`config.mk`:
```
export PLATFORM = sky130hd
export DESIGN_NAME = ovsavg_top
export DESIGN_NICKNAME = d
export VERILOG_FILES = /design/src/rtl/ovsavg_pkg.sv /design/src/rtl/ovsavg_accum.sv /design/src/rtl/ovsavg_top.sv
export SDC_FILE = /design/constraint.sdc
export NUM_CORES = 1
export LEC_CHECK = 0
export BUFFER_PORTS_ARGS = -buffer_cell sky130_fd_sc_hd__buf_2
export CORE_MARGIN = 5
export CORE_UTILIZATION = 60
export CTS_CLUSTER_SIZE = 8
export DETAILED_ROUTE_END_ITERATION = 12
export GPL_TIMING_DRIVEN = 1
export PLACE_DENSITY = 0.8
export RECOVER_POWER = 100
export SETUP_SLACK_MARGIN = 0.4
export SLEW_MARGIN = 20
export SYNTH_ARGS = -nofsm -noshare
export SYNTH_HDL_FRONTEND = slang
export SYNTH_SLANG_ARGS = --single-unit
```
`constraint.sdc`:
```
create_clock -name clk -period 5.36 [get_ports clk]
set_input_delay 0.536 -clock clk [delete_from_list [all_inputs] [get_ports clk]]
set_output_delay 0.536 -clock clk [all_outputs]
set_load 0.01 [all_outputs]
```
`src/rtl/ovsavg_pkg.sv`:
```
// Package: constants for the oversampling averager
`default_nettype none
package ovsavg_pkg;
  localparam int CHANNELS = 8;
  localparam int SAMPLE_W = 16;
  localparam int RATIO_W = 3;
  localparam int ACC_W = SAMPLE_W + 6;
  localparam logic [2:0] RATIO_NONE = 3'h0;
  localparam logic [2:0] RATIO_MAX = 3'h6;
  localparam logic [2:0] RATIO_BAD = 3'h7;
  // Register map over APB (byte addresses)
  localparam logic [11:0] CTRL_ADDR = 12'h000;
  localparam logic [11:0] STATUS_ADDR = 12'h004;
  localparam logic [11:0] RESULT_BASE = 12'h010;
  localparam int CTRL_START_BIT = 0;
  localparam int STATUS_BUSY_BIT = 0;
  localparam int STATUS_DONE_BIT = 1;
  localparam int STATUS_BAD_BIT = 2;
  localparam int STATUS_RANGE_BIT = 3;
  localparam int STATUS_REFINT_BIT = 4;
  localparam logic [31:0] UNMAPPED_DATA = 32'h0000_0000;
  // Internal sample pacing: 5 us per conversion slot at 125 MHz
  localparam int CLK_MHZ = 125;
  localparam int SAMPLE_PERIOD_NS = 5000;
  localparam int SAMPLE_CYCLES = SAMPLE_PERIOD_NS * CLK_MHZ / 1000;
  typedef enum logic [1:0] {IDLE, CONVERT, WAITNEXT, FINISH} ovsavg_state_t;
endpackage : ovsavg_pkg
`default_nettype wire

```
`src/rtl/ovsavg_accum.sv`:
```
// Signed accumulator for one channel with shift-based division
`default_nettype none
module ovsavg_accum
  import ovsavg_pkg::*;
(
  input wire logic clk,
  input wire logic rst_n,
  input wire logic ce,
  input wire logic clear,
  input wire logic add,
  input wire logic signed [ovsavg_pkg::SAMPLE_W-1:0] sample,
  input wire logic [ovsavg_pkg::RATIO_W-1:0] shift,
  output logic signed [ovsavg_pkg::SAMPLE_W-1:0] average
);
  logic signed [ACC_W-1:0] accReg;
  logic signed [ACC_W-1:0] shifted;

  always_ff @(posedge clk) begin
    if (!rst_n) begin
      accReg <= '0;
    end else if (ce) begin
      if (clear) begin
        accReg <= '0;
      end else if (add) begin
        // Sign extension keeps twos complement sums exact
        accReg <= accReg + ACC_W'(sample);
      end
    end
  end

  // Arithmetic shift divides by the ratio
  assign shifted = accReg >>> shift;
  assign average = shifted[SAMPLE_W-1:0];
endmodule : ovsavg_accum
`default_nettype wire

```
`src/rtl/ovsavg_top.sv`:
```
// Oversampling averaging filter with APB register access
`default_nettype none
module ovsavg_top
  import ovsavg_pkg::*;
#(
  parameter int SAMPLE_CYC = SAMPLE_CYCLES
) (
  input wire logic clk,
  input wire logic rst_n,
  input wire logic ce,
  input wire logic conv_start_group_a,
  input wire logic conv_start_group_b,
  input wire logic [ovsavg_pkg::RATIO_W-1:0] average_ratio_select,
  input wire logic range_select,
  input wire logic reference_source_select,
  input wire logic [ovsavg_pkg::CHANNELS*ovsavg_pkg::SAMPLE_W-1:0] sampleData,
  input wire logic sampleValid,
  output logic sampleStrobe,
  output logic front_end_gain_stage,
  output logic bandgapEnable,
  output logic refAmpEnable,
  output logic reference_pin_oe_n,
  output logic resultValid,
  output logic busy,
  input wire logic psel,
  input wire logic penable,
  input wire logic pwrite,
  input wire logic [11:0] paddr,
  input wire logic [31:0] pwdata,
  output logic [31:0] prdata,
  output logic pready,
  output logic pslverr
);
  import ovsavg_pkg::*;

  function automatic logic [6:0] ratio_count(input logic [2:0] code);
    ratio_count = 7'(1) << code;
  endfunction : ratio_count

  logic [1:0] syncA, syncB;
  logic [RATIO_W-1:0] ratioS1, ratioS2;
  logic [1:0] syncRange, syncRef;
  logic startPrev, swStartReg;
  logic startLevel, startEdge;
  ovsavg_state_t stateReg;
  logic [RATIO_W-1:0] shiftReg;
  logic [6:0] countReg;
  logic [15:0] waitReg;
  logic clearAcc, addAcc;
  logic doneReg;
  logic signed [SAMPLE_W-1:0] avg [CHANNELS];
  logic [SAMPLE_W-1:0] resultReg [CHANNELS];
  logic ratioBad;
  logic [2:0] resIdx;

  // Two-stage synchronisers for all pin inputs
  always_ff @(posedge clk) begin
    if (!rst_n) begin
      syncA <= '0;
      syncB <= '0;
      ratioS1 <= '0;
      ratioS2 <= '0;
      syncRange <= '0;
      syncRef <= '0;
    end else if (ce) begin
      syncA <= {syncA[0], conv_start_group_a};
      syncB <= {syncB[0], conv_start_group_b};
      ratioS1 <= average_ratio_select;
      ratioS2 <= ratioS1;
      syncRange <= {syncRange[0], range_select};
      syncRef <= {syncRef[0], reference_source_select};
    end
  end

  // Ratio pins are quasi-static: the host settles them before a start edge
  assign ratioBad = (ratioS2 == RATIO_BAD);

  // Both groups sample together, so the burst starts when both are high
  assign startLevel = syncA[1] & syncB[1];
  assign startEdge = (startLevel & ~startPrev) | swStartReg;

  always_ff @(posedge clk) begin
    if (!rst_n) begin
      startPrev <= 1'b0;
    end else if (ce) begin
      startPrev <= startLevel;
    end
  end

  // A refused start must neither clear the sums nor raise busy
  assign clearAcc = (stateReg == IDLE) && startEdge && !ratioBad;
  assign addAcc = (stateReg == CONVERT) && sampleValid;

  // Burst sequencer
  always_ff @(posedge clk) begin
    if (!rst_n) begin
      stateReg <= IDLE;
      shiftReg <= '0;
      countReg <= '0;
      waitReg <= '0;
      sampleStrobe <= 1'b0;
    end else if (ce) begin
      sampleStrobe <= 1'b0;
      unique case (stateReg)
        IDLE: begin
          // Invalid code 111 is refused rather than guessed at
          if (startEdge && !ratioBad) begin
            shiftReg <= ratioS2;
            countReg <= ratio_count(ratioS2);
            sampleStrobe <= 1'b1;
            stateReg <= CONVERT;
          end
        end
        CONVERT: begin
          if (sampleValid) begin
            countReg <= countReg - 7'd1;
            waitReg <= 16'(SAMPLE_CYC - 1);
            stateReg <= (countReg == 7'd1) ? FINISH : WAITNEXT;
          end
        end
        WAITNEXT: begin
          // Later samples need no host edge
          if (waitReg == 16'd0) begin
            sampleStrobe <= 1'b1;
            stateReg <= CONVERT;
          end else begin
            waitReg <= waitReg - 16'd1;
          end
        end
        FINISH: begin
          stateReg <= IDLE;
        end
      endcase
    end
  end

  for (genvar ch = 0; ch < CHANNELS; ch++) begin : g_ch
    ovsavg_accum u_acc (
      .clk(clk),
      .rst_n(rst_n),
      .ce(ce),
      .clear(clearAcc),
      .add(addAcc),
      .sample(sampleData[ch*SAMPLE_W +: SAMPLE_W]),
      .shift(shiftReg),
      .average(avg[ch])
    );
  end

  // Results latch once per burst
  always_ff @(posedge clk) begin
    if (!rst_n) begin
      for (int i = 0; i < CHANNELS; i++) begin
        resultReg[i] <= '0;
      end
      resultValid <= 1'b0;
    end else if (ce) begin
      resultValid <= 1'b0;
      if (stateReg == FINISH) begin
        for (int i = 0; i < CHANNELS; i++) begin
          resultReg[i] <= avg[i];
        end
        resultValid <= 1'b1;
      end
    end
  end

  always_ff @(posedge clk) begin
    if (!rst_n) begin
      busy <= 1'b0;
      front_end_gain_stage <= 1'b0;
      bandgapEnable <= 1'b0;
      refAmpEnable <= 1'b0;
      reference_pin_oe_n <= 1'b1;
    end else if (ce) begin
      busy <= (stateReg != IDLE) || clearAcc;
      front_end_gain_stage <= syncRange[1];
      bandgapEnable <= syncRef[1];
      reference_pin_oe_n <= ~syncRef[1];
      refAmpEnable <= 1'b1;
    end
  end

  // Sticky done flag: a new burst end wins over a clearing write
  logic doneClr;
  assign doneClr = psel && penable && pwrite && paddr == STATUS_ADDR
                   && pwdata[STATUS_DONE_BIT];

  always_ff @(posedge clk) begin
    if (!rst_n) begin
      doneReg <= 1'b0;
    end else if (ce) begin
      if (stateReg == FINISH) begin
        doneReg <= 1'b1;
      end else if (doneClr && pready) begin
        doneReg <= 1'b0;
      end
    end
  end

  // Result window offset to channel index
  assign resIdx = 3'((paddr - RESULT_BASE) >> 2);

  // APB slave: one wait cycle, answer in the access phase's second edge
  always_ff @(posedge clk) begin
    if (!rst_n) begin
      pready <= 1'b0;
      pslverr <= 1'b0;
      prdata <= '0;
      swStartReg <= 1'b0;
    end else if (ce) begin
      pready <= 1'b0;
      pslverr <= 1'b0;
      swStartReg <= 1'b0;
      // A start write acts at the completing edge, like any other write
      if (psel && penable && pready && pwrite && paddr == CTRL_ADDR) begin
        swStartReg <= pwdata[CTRL_START_BIT];
      end
      if (psel && penable && !pready) begin
        pready <= 1'b1;
        prdata <= UNMAPPED_DATA;
        if (pwrite) begin
          if (paddr != CTRL_ADDR && paddr != STATUS_ADDR) begin
            pslverr <= 1'b1;
          end
        end else if (paddr == STATUS_ADDR) begin
          prdata[STATUS_BUSY_BIT] <= busy;
          prdata[STATUS_DONE_BIT] <= doneReg;
          prdata[STATUS_BAD_BIT] <= ratioBad;
          prdata[STATUS_RANGE_BIT] <= syncRange[1];
          prdata[STATUS_REFINT_BIT] <= syncRef[1];
        end else if (paddr >= RESULT_BASE && paddr < RESULT_BASE + 12'h020
                     && paddr[1:0] == 2'b00) begin
          prdata <= {{16{resultReg[resIdx][SAMPLE_W-1]}},
                     resultReg[resIdx]};
        end else if (paddr != CTRL_ADDR) begin
          pslverr <= 1'b1;
        end
      end
    end
  end
endmodule : ovsavg_top
`default_nettype wire

```
==> results.md <==
- setup repair after global routing missed its margin: false
- # Max-Cap Violations: 6
- relative max-transition margin: -137%
- WP data required: 5.90 ns
- Hold Vio Cnt, Final: 0
- r2r setup slk: 1.33 ns
- Comb pwr share: 7.2%
- Vias per Instance: 6.55
- area share of the leading cell type in the synthesized netlist: 18.4%
- net switching power: 0.00156 W
- # fillers: 3412
- clock tree from TritonCTS: yes
- sum of overflow across all layers after global routing: 0
- path category of the worst min-delay check: input port to register
- pwr/cell area: 221 nW/um^2
- sequential fraction of design power: 46.2%
- most area-hungry cell type in the Yosys netlist: sky130_fd_sc_hd__dfxtp_1
- mean instance size in the synthesized netlist: 9.32 um^2
- routed vias: 23400
- Least-Margin Pin Slew: 3.55 ns
- number of buffers added to fix hold violations after cts: 0
- Crit Path Category: input port to register
- CTS root buf: sky130_fd_sc_hd__clkbuf_16
- insertion delay of the later-clocked pin in the worst-skew pair: 0.61 ns
- count of flip-flops with a built-in enable after synthesis: 128
- overall die area: 49000 um^2
- Detailed Route WL: 73700 um
- final worst-path cycle share: 76.8%
- prevailing post-synth register cell: sky130_fd_sc_hd__dfxtp_1
- most frequent cell after synthesis: sky130_fd_sc_hd__nand2_1
- count of input and output buffers: 196
- internal portion of total power: 0.00493 W
- TritonCTS Sinks: 374
- warnings from Yosys: 0
- final setup fails: 0
- number of nets in the synthesized netlist: 3239
- area delta synth->final: 9.63%
- area of the core region: 44200 um^2
- DR pass1 iterations: 5
- die outline height: 221 um
- post-synthesis instance area: 26800 um^2
- number of synthesized register bits: 374
- number of remaining DRC errors: 0
- top fanout value on the critical path: 48
- static leakage: 11.1 nW
- post-synthesis cell count: 2874
- count of standard-cell rows: 77
- nature of the critical path endpoint: register
- Non-Filler Cell Area, Final: 29400 um^2
- crit path launch type: input port
- Setup Skew: 0.0257 ns
- signal arrival time at the worst endpoint: 4.66 ns
- capturing element of the worst setup path: g_ch[0].u_acc.accReg[21]
- number of nets with antenna violations after routing: 0
- last weighted congestion value of the routability-driven placer: 0.932
- maximum clock insertion buffer count: 3
- number of global-route vias before repair: 22800
- launch point of the worst reg-to-reg path: ratioS2[1]
- Starting DRT DRC Count: 2317
- initial cell density of the core: 60.6%
- share of layout cells above drive strength 1: 14.6%
- top post-synthesis cells by count: sky130_fd_sc_hd__nand2_1 (439), sky130_fd_sc_hd__a21oi_1 (285), sky130_fd_sc_hd__dfxtp_1 (246)
- time the final worst path needs with I/O delays and setup: 4.12 ns
- Seq/Total Area, Yosys: 32.7%
- worst r2r path cells: 7
- failing checks: capacitance limit, slew limit
- clock buffer count from CTS: 52
- horizontal die dimension: 221 um
- run status: complete, but fails checks
- total half-perimeter wirelength after legalization and detailed placement: 51800 um
- pin count of the biggest net entering global routing: 119
- Distinct cells, synth: 83
- Resize count post-CTS: 0
- portion of total power attributed to the clock network: 46.6%
- critical register-to-register path endpoint: g_ch[0].u_acc.accReg[21]
- global-route wire length before repair: 118000 um
- Power, Total: 0.00649 W
- worst-case vdd ir drop: 0.239 mV
- H-tree levels: 2
- overall routing resource usage: 28.9%
- final number of max-transition violations: 364
- async set-or-reset flop fraction in the synthesized netlist: 0%
- # Post-CTS Setup Buffers: 0
- initial antenna violation count: 3
- final-layout setup total negative slack: 0 ns
- achievable frequency: 0.243 GHz
- clock transition at the registers of the reported paths: 0.05 ns
- Final Net Count: 3328
- launching element of the worst setup path: ce
- I/O pin count: 227
- standard cell area after detailed placement: 28000 um^2
- average detailed-routed wire length per instance: 20.6 um
- top area cells in the synthesized netlist: sky130_fd_sc_hd__dfxtp_1 (18%), sky130_fd_sc_hd__edfxtp_1 (14%), sky130_fd_sc_hd__mux4_2 (14%)
- Net Sw Frac: 24.0%
[how the worst min path moves through the flow]
stage / start / endpoint / slack (ns) / depth (start not counted)
3_5_place_dp: doneReg / doneReg / 0.45 / 2
3_3_place_gp: refAmpEnable / refAmpEnable / 0.44 / 2
4_1_cts: average_ratio_select[2] / ratioS1[2] / 0.15 / 3
6_report: average_ratio_select[2] / ratioS1[2] / 0.17 / 3
5_1_grt: average_ratio_select[2] / ratioS1[2] / 0.19 / 3
2_1_floorplan: doneReg / doneReg / 0.43 / 2
[registers in the layout (all words and copies together) (netlist names), 3 cells and up]
name / flops
g_ch.u_acc.accReg: 176
ratioS1: 3
shiftReg: 3
ratioS2: 3
waitReg: 16
countReg: 7
resultReg: 128
prdata: 16
[routing by layer]
layer | part of all wire [%] | track usage [%] | vias up
li1 | - | - | 10900
met1 | 39 | 36.6 | 11200
met2 | 48 | 48.8 | 1128
met3 | 8.6 | 5.27 | 205
met4 | 4.4 | 12.2 | 0
met5 | 0 | 0 | -
[area by class of cell]
| type | instances | area [um^2] | share of cell area (%) |
|---|---|---|---|
| diodes | 3 | 7.51 | 0.0256 |
| clock buffers | 75 | 1390 | 4.72 |
| clock inverters | 3 | 45.0 | 0.153 |
| inverters | 48 | 184 | 0.626 |
| multi-input cells | 2270 | 17100 | 58.3 |
| flip-flops and latches | 374 | 8780 | 29.9 |
| well taps | 592 | 741 | 2.52 |
| repair buffers | 217 | 1120 | 3.82 |
[power by group through the flow]
stage / clock [W] / combinational, W / sequential, W
3_3_place_gp: 0 / 0.000440 / 0.00305
6_report: 0.00303 / 0.000466 / 0.00300
4_1_cts: 0.00304 / 0.000461 / 0.00299
5_1_grt: 0.00318 / 0.000509 / 0.00300
2_1_floorplan: 0 / 0.000301 / 0.00304
3_5_place_dp: 0 / 0.000457 / 0.00305
[through the flow]
step | util [%] | hold slack (ns) | cells | worst slack, ns
after floorplan | - | 0.434 | 2874 | 0.780
after global placement | 63.3 | 0.443 | 3501 | 1.96
after global routing | 66.4 | 0.192 | 3582 | 1.02
final | 66.4 | 0.171 | 3582 | 1.24
after CTS | 66.6 | 0.155 | 3579 | 2.18
after detailed placement | 63.3 | 0.449 | 3501 | 1.90
[cells in the final DEF, fill, tap and decap left out, drive strengths merged, types with 23 or more instances in the layout]
cell type,n
nand2,439
o21ai,181
edfxtp,128
nand3,106
nor2,185
ha,171
a31oi,24
a21o,69
a211oi,29
o21bai,23
inv,48
mux2i,68
buf,171
and2,29
a21oi,286
dfxtp,246
nor3,35
mux4,168
xnor2,66
xor2,80
clkbuf,121
[logic make-up (layout without fill, tap and decap cells)]
| kind of cell | Yosys count | after routing | synth area share [%] |
|---|---|---|---|
| buffers and inverters | 230 | 343 | 3.50 |
| AO/OA/AOI/OAI | 781 | 781 | 18.1 |
| multiplexers | 245 | 245 | 17.0 |
| XOR/XNOR | 146 | 146 | 4.77 |
| other | 0 | 3 | 0 |
| adder cells (fa/ha/maj) | 179 | 179 | 8.58 |
| AND/OR/NAND/NOR | 919 | 919 | 15.2 |
| flip-flops | 374 | 374 | 32.7 |
[worst max-delay path, stage by stage]
cell	delay [ns]
sky130_fd_sc_hd__clkbuf_1	0.62
sky130_fd_sc_hd__nand2b_1	0.37
sky130_fd_sc_hd__nor2_1	0.13
sky130_fd_sc_hd__nand2b_4	0.45
sky130_fd_sc_hd__clkbuf_1	1.92
sky130_fd_sc_hd__nand2_1	0.14
sky130_fd_sc_hd__mux2_1	0.38
sky130_fd_sc_hd__nor2_1	0.08
No activity file was read; power rests on OpenSTA's default activity.
